### config.mk
export PLATFORM = sky130hd
export DESIGN_NAME = ulfmc_line_control
export DESIGN_NICKNAME = d
export VERILOG_FILES = /design/src/ulfmc_pkg.sv /design/src/ulfmc_line_control.sv
export SDC_FILE = /design/constraint.sdc
export NUM_CORES = 1
export LEC_CHECK = 0
export BUFFER_PORTS_ARGS = -buffer_cell sky130_fd_sc_hd__buf_2
export CORE_UTILIZATION = 30
export CTS_CLUSTER_DIAMETER = 80
export DETAILED_ROUTE_END_ITERATION = 7
export GPL_TIMING_DRIVEN = 0
export PLACE_DENSITY = 0.47
export SLEW_MARGIN = 20
export SYNTH_ARGS = -nofsm -noshare
export SYNTH_HDL_FRONTEND = slang
export SYNTH_SLANG_ARGS = --single-unit
export TNS_END_PERCENT = 5
### constraint.sdc
create_clock -name clk -period 3.1 [get_ports clk]
set_input_delay 0.62 -clock clk [delete_from_list [all_inputs] [get_ports clk]]
set_output_delay 0.62 -clock clk [all_outputs]
set_load 0.005 [all_outputs]
### src/ulfmc_pkg.sv
// Package: constants for the line, flow and multidrop control block
package ulfmc_pkg;
  localparam logic [2:0] ULFMC_FLOW_NONE = 3'h0;
  localparam logic [2:0] ULFMC_FLOW_HW = 3'h1;
  localparam logic [2:0] ULFMC_FLOW_SW = 3'h2;
  localparam logic [2:0] ULFMC_FLOW_MD_TXON = 3'h3;
  localparam logic [2:0] ULFMC_FLOW_MD_TXGATE = 3'h4;
  localparam logic [2:0] ULFMC_PINS_HW_ALT = 3'h2;
  localparam logic [2:0] ULFMC_PINS_RS485 = 3'h3;
  localparam int ULFMC_POL_BIT = 3;
  localparam int ULFMC_HDX_BIT = 3;
  localparam int ULFMC_WAKE_ATTR_BIT = 5;
  localparam int ULFMC_CLK_HZ = 20000000;
  localparam int ULFMC_IDLE_MS = 3;
  localparam int ULFMC_IDLE_CYCLES = ULFMC_CLK_HZ / 1000 * ULFMC_IDLE_MS;
  localparam logic [3:0] ULFMC_DELAY_ZERO = 4'h0;
  localparam logic [7:0] ULFMC_ATTR_BASE = 8'h80;
  typedef enum logic [1:0] {ULFMC_DE_IDLE, ULFMC_DE_ACTIVE, ULFMC_DE_HOLD} ulfmc_de_type;
endpackage : ulfmc_pkg

### src/ulfmc_line_control.sv
// Module: per-channel handshake, pause/resume, driver enable, multidrop and wake
`timescale 1ns/10ps
// Behaviour
// Pacing 001 with pin mode 010 makes line 3 ready-out, line 2 ready-in.
// Alternate-pin handshake behaves exactly like the main handshake pair.
// Drop ready when receive FIFO full; hold transmitter while remote not ready.
// Pacing 010 compares each received character with pause and resume.
// Pause character stops transmit after the current character completes.
// Resume character restarts transmission while paused.
// Auto RS-485 asserts driver enable before sending any data.
// Zero delay drops driver enable right after the last stop bit.
// Nonzero delay holds driver enable 1 to 15 bit times longer.
// Pin mode bit 3 inverts driver enable polarity.
// Pacing 3 and 4 enable multidrop; resume=unicast, pause=multicast.
// Ninth or parity bit set marks address; matches either address register.
// Matching address byte not stored; following data bytes are stored.
// A non-matching address byte disables the receiver.
// Pacing 3 keeps the transmitter enabled always.
// Pacing 4 enables the transmitter only during an address match.
// Half-duplex bit ignores receive activity while transmitting.
// Enter suspend after 3 ms without any bus activity.
// Falling edge on wake pin while suspended requests remote wakeup.
// Host sets wake pin as input and advertises wakeup support.
// Wakeup support reported in bit 5 of the attributes byte.
// Turnaround delay counted in transmit bit periods after the stop bit.
module ulfmc_line_control #(
  parameter int IDLE_CYCLES = ulfmc_pkg::ULFMC_IDLE_CYCLES
) (
  input wire logic clk,
  input wire logic rst,
  input wire logic [3:0] flow_control,
  input wire logic [3:0] pin_mode,
  input wire logic [3:0] turnaround_delay,
  input wire logic [7:0] resume_char,
  input wire logic [7:0] pause_char,
  input wire logic wake_enable,
  input wire logic rx_fifo_room,
  input wire logic rx_valid,
  input wire logic [7:0] rx_data,
  input wire logic rx_ninth,
  input wire logic rx_line,
  input wire logic tx_pending,
  input wire logic tx_busy,
  input wire logic tx_done,
  input wire logic tx_bit_tick,
  input wire logic general_line_2_in,
  input wire logic remote_ready_n,
  input wire logic bus_activity,
  input wire logic wake_request_pin,
  output logic general_line_3_out,
  output logic general_line_3_oe_n,
  output logic main_ready_out_n,
  output logic driver_enable_pin,
  output logic tx_start_allow,
  output logic rx_write,
  output logic [7:0] rx_write_data,
  output logic rx_line_gated,
  output logic suspended,
  output logic wake_request,
  output logic [7:0] config_attributes
);
  import ulfmc_pkg::*;

  // ----------------------------------------
  // Mode decode
  // ----------------------------------------
  logic hw_mode, alt_pins, sw_mode, md_mode, md_gate, rs485, hdx;
  assign hw_mode = flow_control[2:0] == ULFMC_FLOW_HW;
  assign alt_pins = pin_mode[2:0] == ULFMC_PINS_HW_ALT;
  assign sw_mode = flow_control[2:0] == ULFMC_FLOW_SW;
  assign md_mode = (flow_control[2:0] == ULFMC_FLOW_MD_TXON) ||
                   (flow_control[2:0] == ULFMC_FLOW_MD_TXGATE);
  assign md_gate = flow_control[2:0] == ULFMC_FLOW_MD_TXGATE;
  assign rs485 = pin_mode[2:0] == ULFMC_PINS_RS485;
  assign hdx = flow_control[ULFMC_HDX_BIT];
  logic de_pol;
  assign de_pol = pin_mode[ULFMC_POL_BIT];

  // ----------------------------------------
  // State
  // ----------------------------------------
  logic paused_reg, paused_next;
  logic match_reg, match_next;
  logic rx_off_reg, rx_off_next;
  logic rdy_reg, rdy_next;
  logic allow_reg, allow_next;
  logic wr_reg, wr_next;
  logic [7:0] wd_reg, wd_next;
  logic gate_reg, gate_next;
  ulfmc_de_type de_reg, de_next;
  logic [3:0] dly_reg, dly_next;
  logic de_out_reg, de_out_next;
  logic [31:0] idle_reg, idle_next;
  logic susp_reg, susp_next;
  logic wake_d_reg, wake_d_next;
  logic wreq_reg, wreq_next;
  logic [7:0] attr_reg, attr_next;
  logic remote_rdy_n, rx_accept, is_addr, addr_hit, tx_active, de_ready;
  logic oe_n_reg, oe_n_next;

  assign remote_rdy_n = alt_pins ? general_line_2_in : remote_ready_n;
  assign tx_active = tx_busy || de_reg != ULFMC_DE_IDLE;
  assign de_ready = de_reg != ULFMC_DE_IDLE && de_next != ULFMC_DE_IDLE;
  assign rx_accept = rx_valid && !(hdx && tx_active);
  assign is_addr = rx_ninth;
  assign addr_hit = rx_data == resume_char || rx_data == pause_char;

  always_comb begin
    paused_next = paused_reg;
    match_next = match_reg;
    rx_off_next = rx_off_reg;
    wr_next = 1'b0;
    wd_next = wd_reg;
    if (!sw_mode) begin
      paused_next = 1'b0;
    end else if (rx_accept && rx_data == pause_char) begin
      paused_next = 1'b1;
    end else if (rx_accept && rx_data == resume_char) begin
      paused_next = 1'b0;
    end
    if (!md_mode) begin
      match_next = 1'b0;
      rx_off_next = 1'b0;
      wr_next = rx_accept;
      wd_next = rx_data;
    end else if (rx_accept && is_addr) begin
      match_next = addr_hit;
      rx_off_next = !addr_hit;
    end else if (rx_accept && !rx_off_reg && match_reg) begin
      wr_next = 1'b1;
      wd_next = rx_data;
    end
    rdy_next = (hw_mode && !rx_fifo_room);
    // Starts only at character boundaries, so a pause lets the current one finish
    allow_next = !(hw_mode && remote_rdy_n) && !paused_next;
    allow_next = allow_next && !(md_gate && !match_next);
    allow_next = allow_next && !(rs485 && !de_ready);
    gate_next = (hdx && tx_active) ? 1'b1 : rx_line;
    oe_n_next = !(hw_mode && alt_pins);
  end

  always_ff @(posedge clk) begin
    if (rst) begin
      paused_reg <= 1'b0;
      match_reg <= 1'b0;
      rx_off_reg <= 1'b0;
      rdy_reg <= 1'b0;
      allow_reg <= 1'b0;
      wr_reg <= 1'b0;
      wd_reg <= 8'h00;
      gate_reg <= 1'b1;
      oe_n_reg <= 1'b1;
    end else begin
      paused_reg <= paused_next;
      match_reg <= match_next;
      rx_off_reg <= rx_off_next;
      rdy_reg <= rdy_next;
      allow_reg <= allow_next;
      wr_reg <= wr_next;
      wd_reg <= wd_next;
      gate_reg <= gate_next;
      oe_n_reg <= oe_n_next;
    end
  end

  // ----------------------------------------
  // Driver enable
  // ----------------------------------------
  always_comb begin
    de_next = de_reg;
    dly_next = dly_reg;
    case (de_reg)
      ULFMC_DE_IDLE: begin
        if (rs485 && tx_pending) begin
          de_next = ULFMC_DE_ACTIVE;
        end
      end
      ULFMC_DE_ACTIVE: begin
        if (tx_done && !tx_pending) begin
          if (turnaround_delay == ULFMC_DELAY_ZERO) begin
            de_next = ULFMC_DE_IDLE;
          end else begin
            de_next = ULFMC_DE_HOLD;
            dly_next = turnaround_delay;
          end
        end
      end
      ULFMC_DE_HOLD: begin
        if (tx_pending) begin
          de_next = ULFMC_DE_ACTIVE;
        end else if (tx_bit_tick) begin
          dly_next = dly_reg - 4'h1;
          if (dly_reg == 4'h1) begin
            de_next = ULFMC_DE_IDLE;
          end
        end
      end
      default: de_next = ULFMC_DE_IDLE;
    endcase
    if (!rs485) begin
      de_next = ULFMC_DE_IDLE;
    end
    de_out_next = (de_next != ULFMC_DE_IDLE) ^ de_pol;
  end

  always_ff @(posedge clk) begin
    if (rst) begin
      de_reg <= ULFMC_DE_IDLE;
      dly_reg <= 4'h0;
      de_out_reg <= 1'b0;
    end else begin
      de_reg <= de_next;
      dly_reg <= dly_next;
      de_out_reg <= de_out_next;
    end
  end

  // ----------------------------------------
  // Suspend and wake
  // ----------------------------------------
  always_comb begin
    idle_next = idle_reg;
    susp_next = susp_reg;
    if (bus_activity) begin
      idle_next = 32'h0;
      susp_next = 1'b0;
    end else if (idle_reg >= 32'(IDLE_CYCLES - 1)) begin
      susp_next = 1'b1;
    end else begin
      idle_next = idle_reg + 32'h1;
    end
    wake_d_next = wake_request_pin;
    wreq_next = susp_reg && wake_d_reg && !wake_request_pin;
    attr_next = ULFMC_ATTR_BASE;
    attr_next[ULFMC_WAKE_ATTR_BIT] = wake_enable;
  end

  always_ff @(posedge clk) begin
    if (rst) begin
      idle_reg <= 32'h0;
      susp_reg <= 1'b0;
      wake_d_reg <= 1'b1;
      wreq_reg <= 1'b0;
      attr_reg <= 8'h00;
    end else begin
      idle_reg <= idle_next;
      susp_reg <= susp_next;
      wake_d_reg <= wake_d_next;
      wreq_reg <= wreq_next;
      attr_reg <= attr_next;
    end
  end

  assign general_line_3_out = rdy_reg;
  assign general_line_3_oe_n = oe_n_reg;
  assign main_ready_out_n = rdy_reg;
  assign driver_enable_pin = de_out_reg;
  assign tx_start_allow = allow_reg;
  assign rx_write = wr_reg;
  assign rx_write_data = wd_reg;
  assign rx_line_gated = gate_reg;
  assign suspended = susp_reg;
  assign wake_request = wreq_reg;
  assign config_attributes = attr_reg;
endmodule : ulfmc_line_control

==> summary.txt <==
Outcome
  – Outcome: finished clean

Critical path
  – Setup crit end kind: flip-flop
  – Worst setup path startpoint: idle_reg[0]
  – FF-to-FF path depth: 9
  – Req. time, crit path: 3.31 ns
  – CP Data Arrival Time: 2.71 ns
  – Crit-path max FO: 10
  – Reg2reg start: idle_reg[0]
  – Flop-to-flop setup slack: 0.60 ns
  – Setup CP Type: reg2reg
  – Worst Setup Start Kind: flip-flop
  – RR Endpoint: idle_reg[10]

Cells and area
  – Final instance area: 3470 sq um
  – Most common cell after layout, fill and taps aside: buf_2
  – Fillers: 937
  – Non-filler cells, final: 509
  – ANT cells: 0
  – Layout cell share with drive strength beyond 1: 25.7%
  – Max FFs per register: 32
  – Area Overhead vs Synth: 24.4%
  – Commonest non-fill, non-tap cells in the layout: buf_2, dfxtp_1, nor2_1
  – Post-layout nets: 450

Place
  – Port bufs: 69
  – Pre-CTS setup slack: 0.605 ns
  – Placed cell area: 3290 sq um
  – Hpwl dp: 4850 microns
  – DP Cell Count: 493
  – GPL Wtd Cong: 0.715

Yosys
  – Syn Std Cell Area: 2790 sq um
  – Synth top area share: 43.1%
  – Top_reg_cell synth: dfxtp_1
  – Synthesized area per cell: 8.97 sq um
  – Yosys warns: 0
  – Synth area leader: dfxtp_1
  – Post-synth EDFFs: 0
  – Seq/Total Area, Yosys: 43.1%
  – Top post-synthesis cells by area: dfxtp_1, xnor2_1, and2_1
  – FF+latch count, synth: 60
  – Post-synthesis cell count: 311
  – Post-synth ARST share: 0%
  – Library cells used by synthesis: 51

CTS
  – CTS tree: yes
  – Clk_lat worst skew: 0.35 ns
  – Root Buffer: clkbuf_8
  – Worst-path clk slew: 0.08 ns
  – CTS Buffer Depth: 2
  – Number of gates resized after cts: 0
  – # clock sinks: 60
  – Postcts setup bufs: 0
  – Post-CTS Hold Fix Bufs: 0
  – CTS H-Tree Depth: 3
  – Num CTS Buffers: 9

Timing
  – Fin. max-slew vios: 0
  – Worst Slack Setup Final: 0.602 ns
  – Worst-margin pin slew: 0.627 ns
  – Final count of hold timing violations: 0
  – Final setup fails: 0
  – Slew HR: 57.9%
  – Min cycle time layout: 2.50 ns
  – Skew final: 0.0152 ns
  – Fmax achieved: 0.400 GHz
  – Final critical-path share of the clock period: 80.6%
  – RSZ-0062 raised after global routing: false
  – Setup TNS: 0 ns

Floorplan
  – Die ar.: 9690 sq um
  – Die height: 98.4 microns
  – CORE AREA: 8850 sq um
  – Num ports: 76
  – Row count: 34
  – Die width: 98.4 microns
  – Initial Utilization: 31.5%

Drt
  – Via density: 4.81
  – DR DRC count: 0
  – Via count: 2447
  – Length of the first detailed-routing pass in iterations: 6
  – Drt first-iter violations: 78
  – Avg WL per Cell: 12.8 microns
  – Final ANT Viol Nets: 0
  – Detailed Route WL: 6520 microns

Pwr
  – Psw: 0.000432 W
  – Comb power frac: 9.2%
  – Clock share of power: 41.1%
  – Sw Ratio: 27.1%
  – Flop pwr share: 49.7%
  – PD cells: 459 nW/um^2
  – Int Pwr: 0.00116 W
  – Leakage: 1.45 nW
  – Total Power: 0.00159 W
  – VDD IR max: 0.000160 V

Hold path
  – Worst Hold Path EP: wake_request
  – Cell count of the worst hold path: 2
  – HP Class: reg2reg
  – Hold_sp: wake_d_reg

GRT
  – Met3 Use GR: 4.89%
  – Total Routing Usage GR: 14.3%
  – Initial antenna violation count: 0
  – Met1 usage in global routing: 18.9%
  – Layer with the highest usage: met2
  – Number of global-route vias before repair: 2253
  – Global-route wire length before repair: 10800 microns
  – Grt met2 use: 21.5%
  – Largest net degree at the start of global routing: 14
  – Grt ovf: 0

Job
  – Max_cap viols: 0
==> critical path: stages (launching register included) <==
cell	delay, ns
dfxtp_1	0.35
ha_1	0.24
and4_4	0.20
buf_6	0.12
o311a_1	0.31
o31a_4	0.34
buf_6	0.16
clkbuf_1	0.25
o31ai_1	0.30
a21oi_1	0.09
==> power by group through the flow <==
stage          clock, W  combinational (W)  sequential (W)
6_report       0.000656           0.000146        0.000792
5_1_grt        0.000723           0.000165        0.000794
4_1_cts        0.000684           0.000150        0.000792
3_5_place_dp          0           0.000149        0.000810
3_3_place_gp          0           0.000148        0.000810
2_1_floorplan         0          0.0000751        0.000811
==> synth_stat cells, types with 3 or more instances <==
library cell   n
dfxtp_1       60
nor2_1        24
a21oi_1       19
and2_1        19
nand2_1       19
xnor2_1       17
o31ai_1       14
nand3_1       11
or4_1         11
clkbuf_1      10
mux2i_1       10
nand4_1        8
buf_4          7
nor3_1         7
inv_1          6
nor4_1         6
or3_1          5
a211oi_1       4
and3_1         4
nor3b_1        4
o21ai_1        4
ha_1           3
nand2b_1       3
nor2b_1        3
==> cell families after synthesis <==
family | Yosys count | share of synthesized area (%)
simple gates | 132 | 26.0
compound gates | 60 | 14.9
flops | 60 | 43.1
buf+inv | 27 | 5.16
xor+xnor | 17 | 5.34
mux | 11 | 3.99
fa+ha+maj | 3 | 1.35
other cells | 1 | 0.134
==> area by class of cell <==
cell class,count,area (sq um),share of cell area (%)
multi-input cells,229,1460,42.2
repair buffers,69,345,9.95
plain buffers,21,121,3.50
well taps,108,135,3.89
inverters,6,22.5,0.649
clock inverters,7,57.6,1.66
flip-flops and latches,60,1200,34.6
clock buffers,9,124,3.57
==> layer usage <==
layer | up-vias | wire (microns)
met4 | 0 | 74
met2 | 69 | 2860
met5 | - | 0
met1 | 1089 | 3240
met3 | 7 | 349
li1 | 1282 | -
==> worst max-delay path by stage <==
stage / end / slack (ns) / cells past startpoint
finish: idle_reg[10] / 0.60 / 9
global route: idle_reg[10] / 0.47 / 9
CTS: idle_reg[10] / 0.60 / 9
detailed placement: idle_reg[10] / 0.60 / 9
global placement: idle_reg[9] / 0.62 / 9
floorplan: idle_reg[13] / 0.87 / 8
==> metrics by stage <==
step | hold WS (ns) | utilization (%)
finish | 0.418 | 39.2
global placement | 0.408 | 37.2
detailed placement | 0.407 | 37.2
CTS | 0.414 | 39.2
floorplan | 0.403 | -
global route | 0.419 | 39.2
No activity file was read; power rests on OpenSTA's default activity.
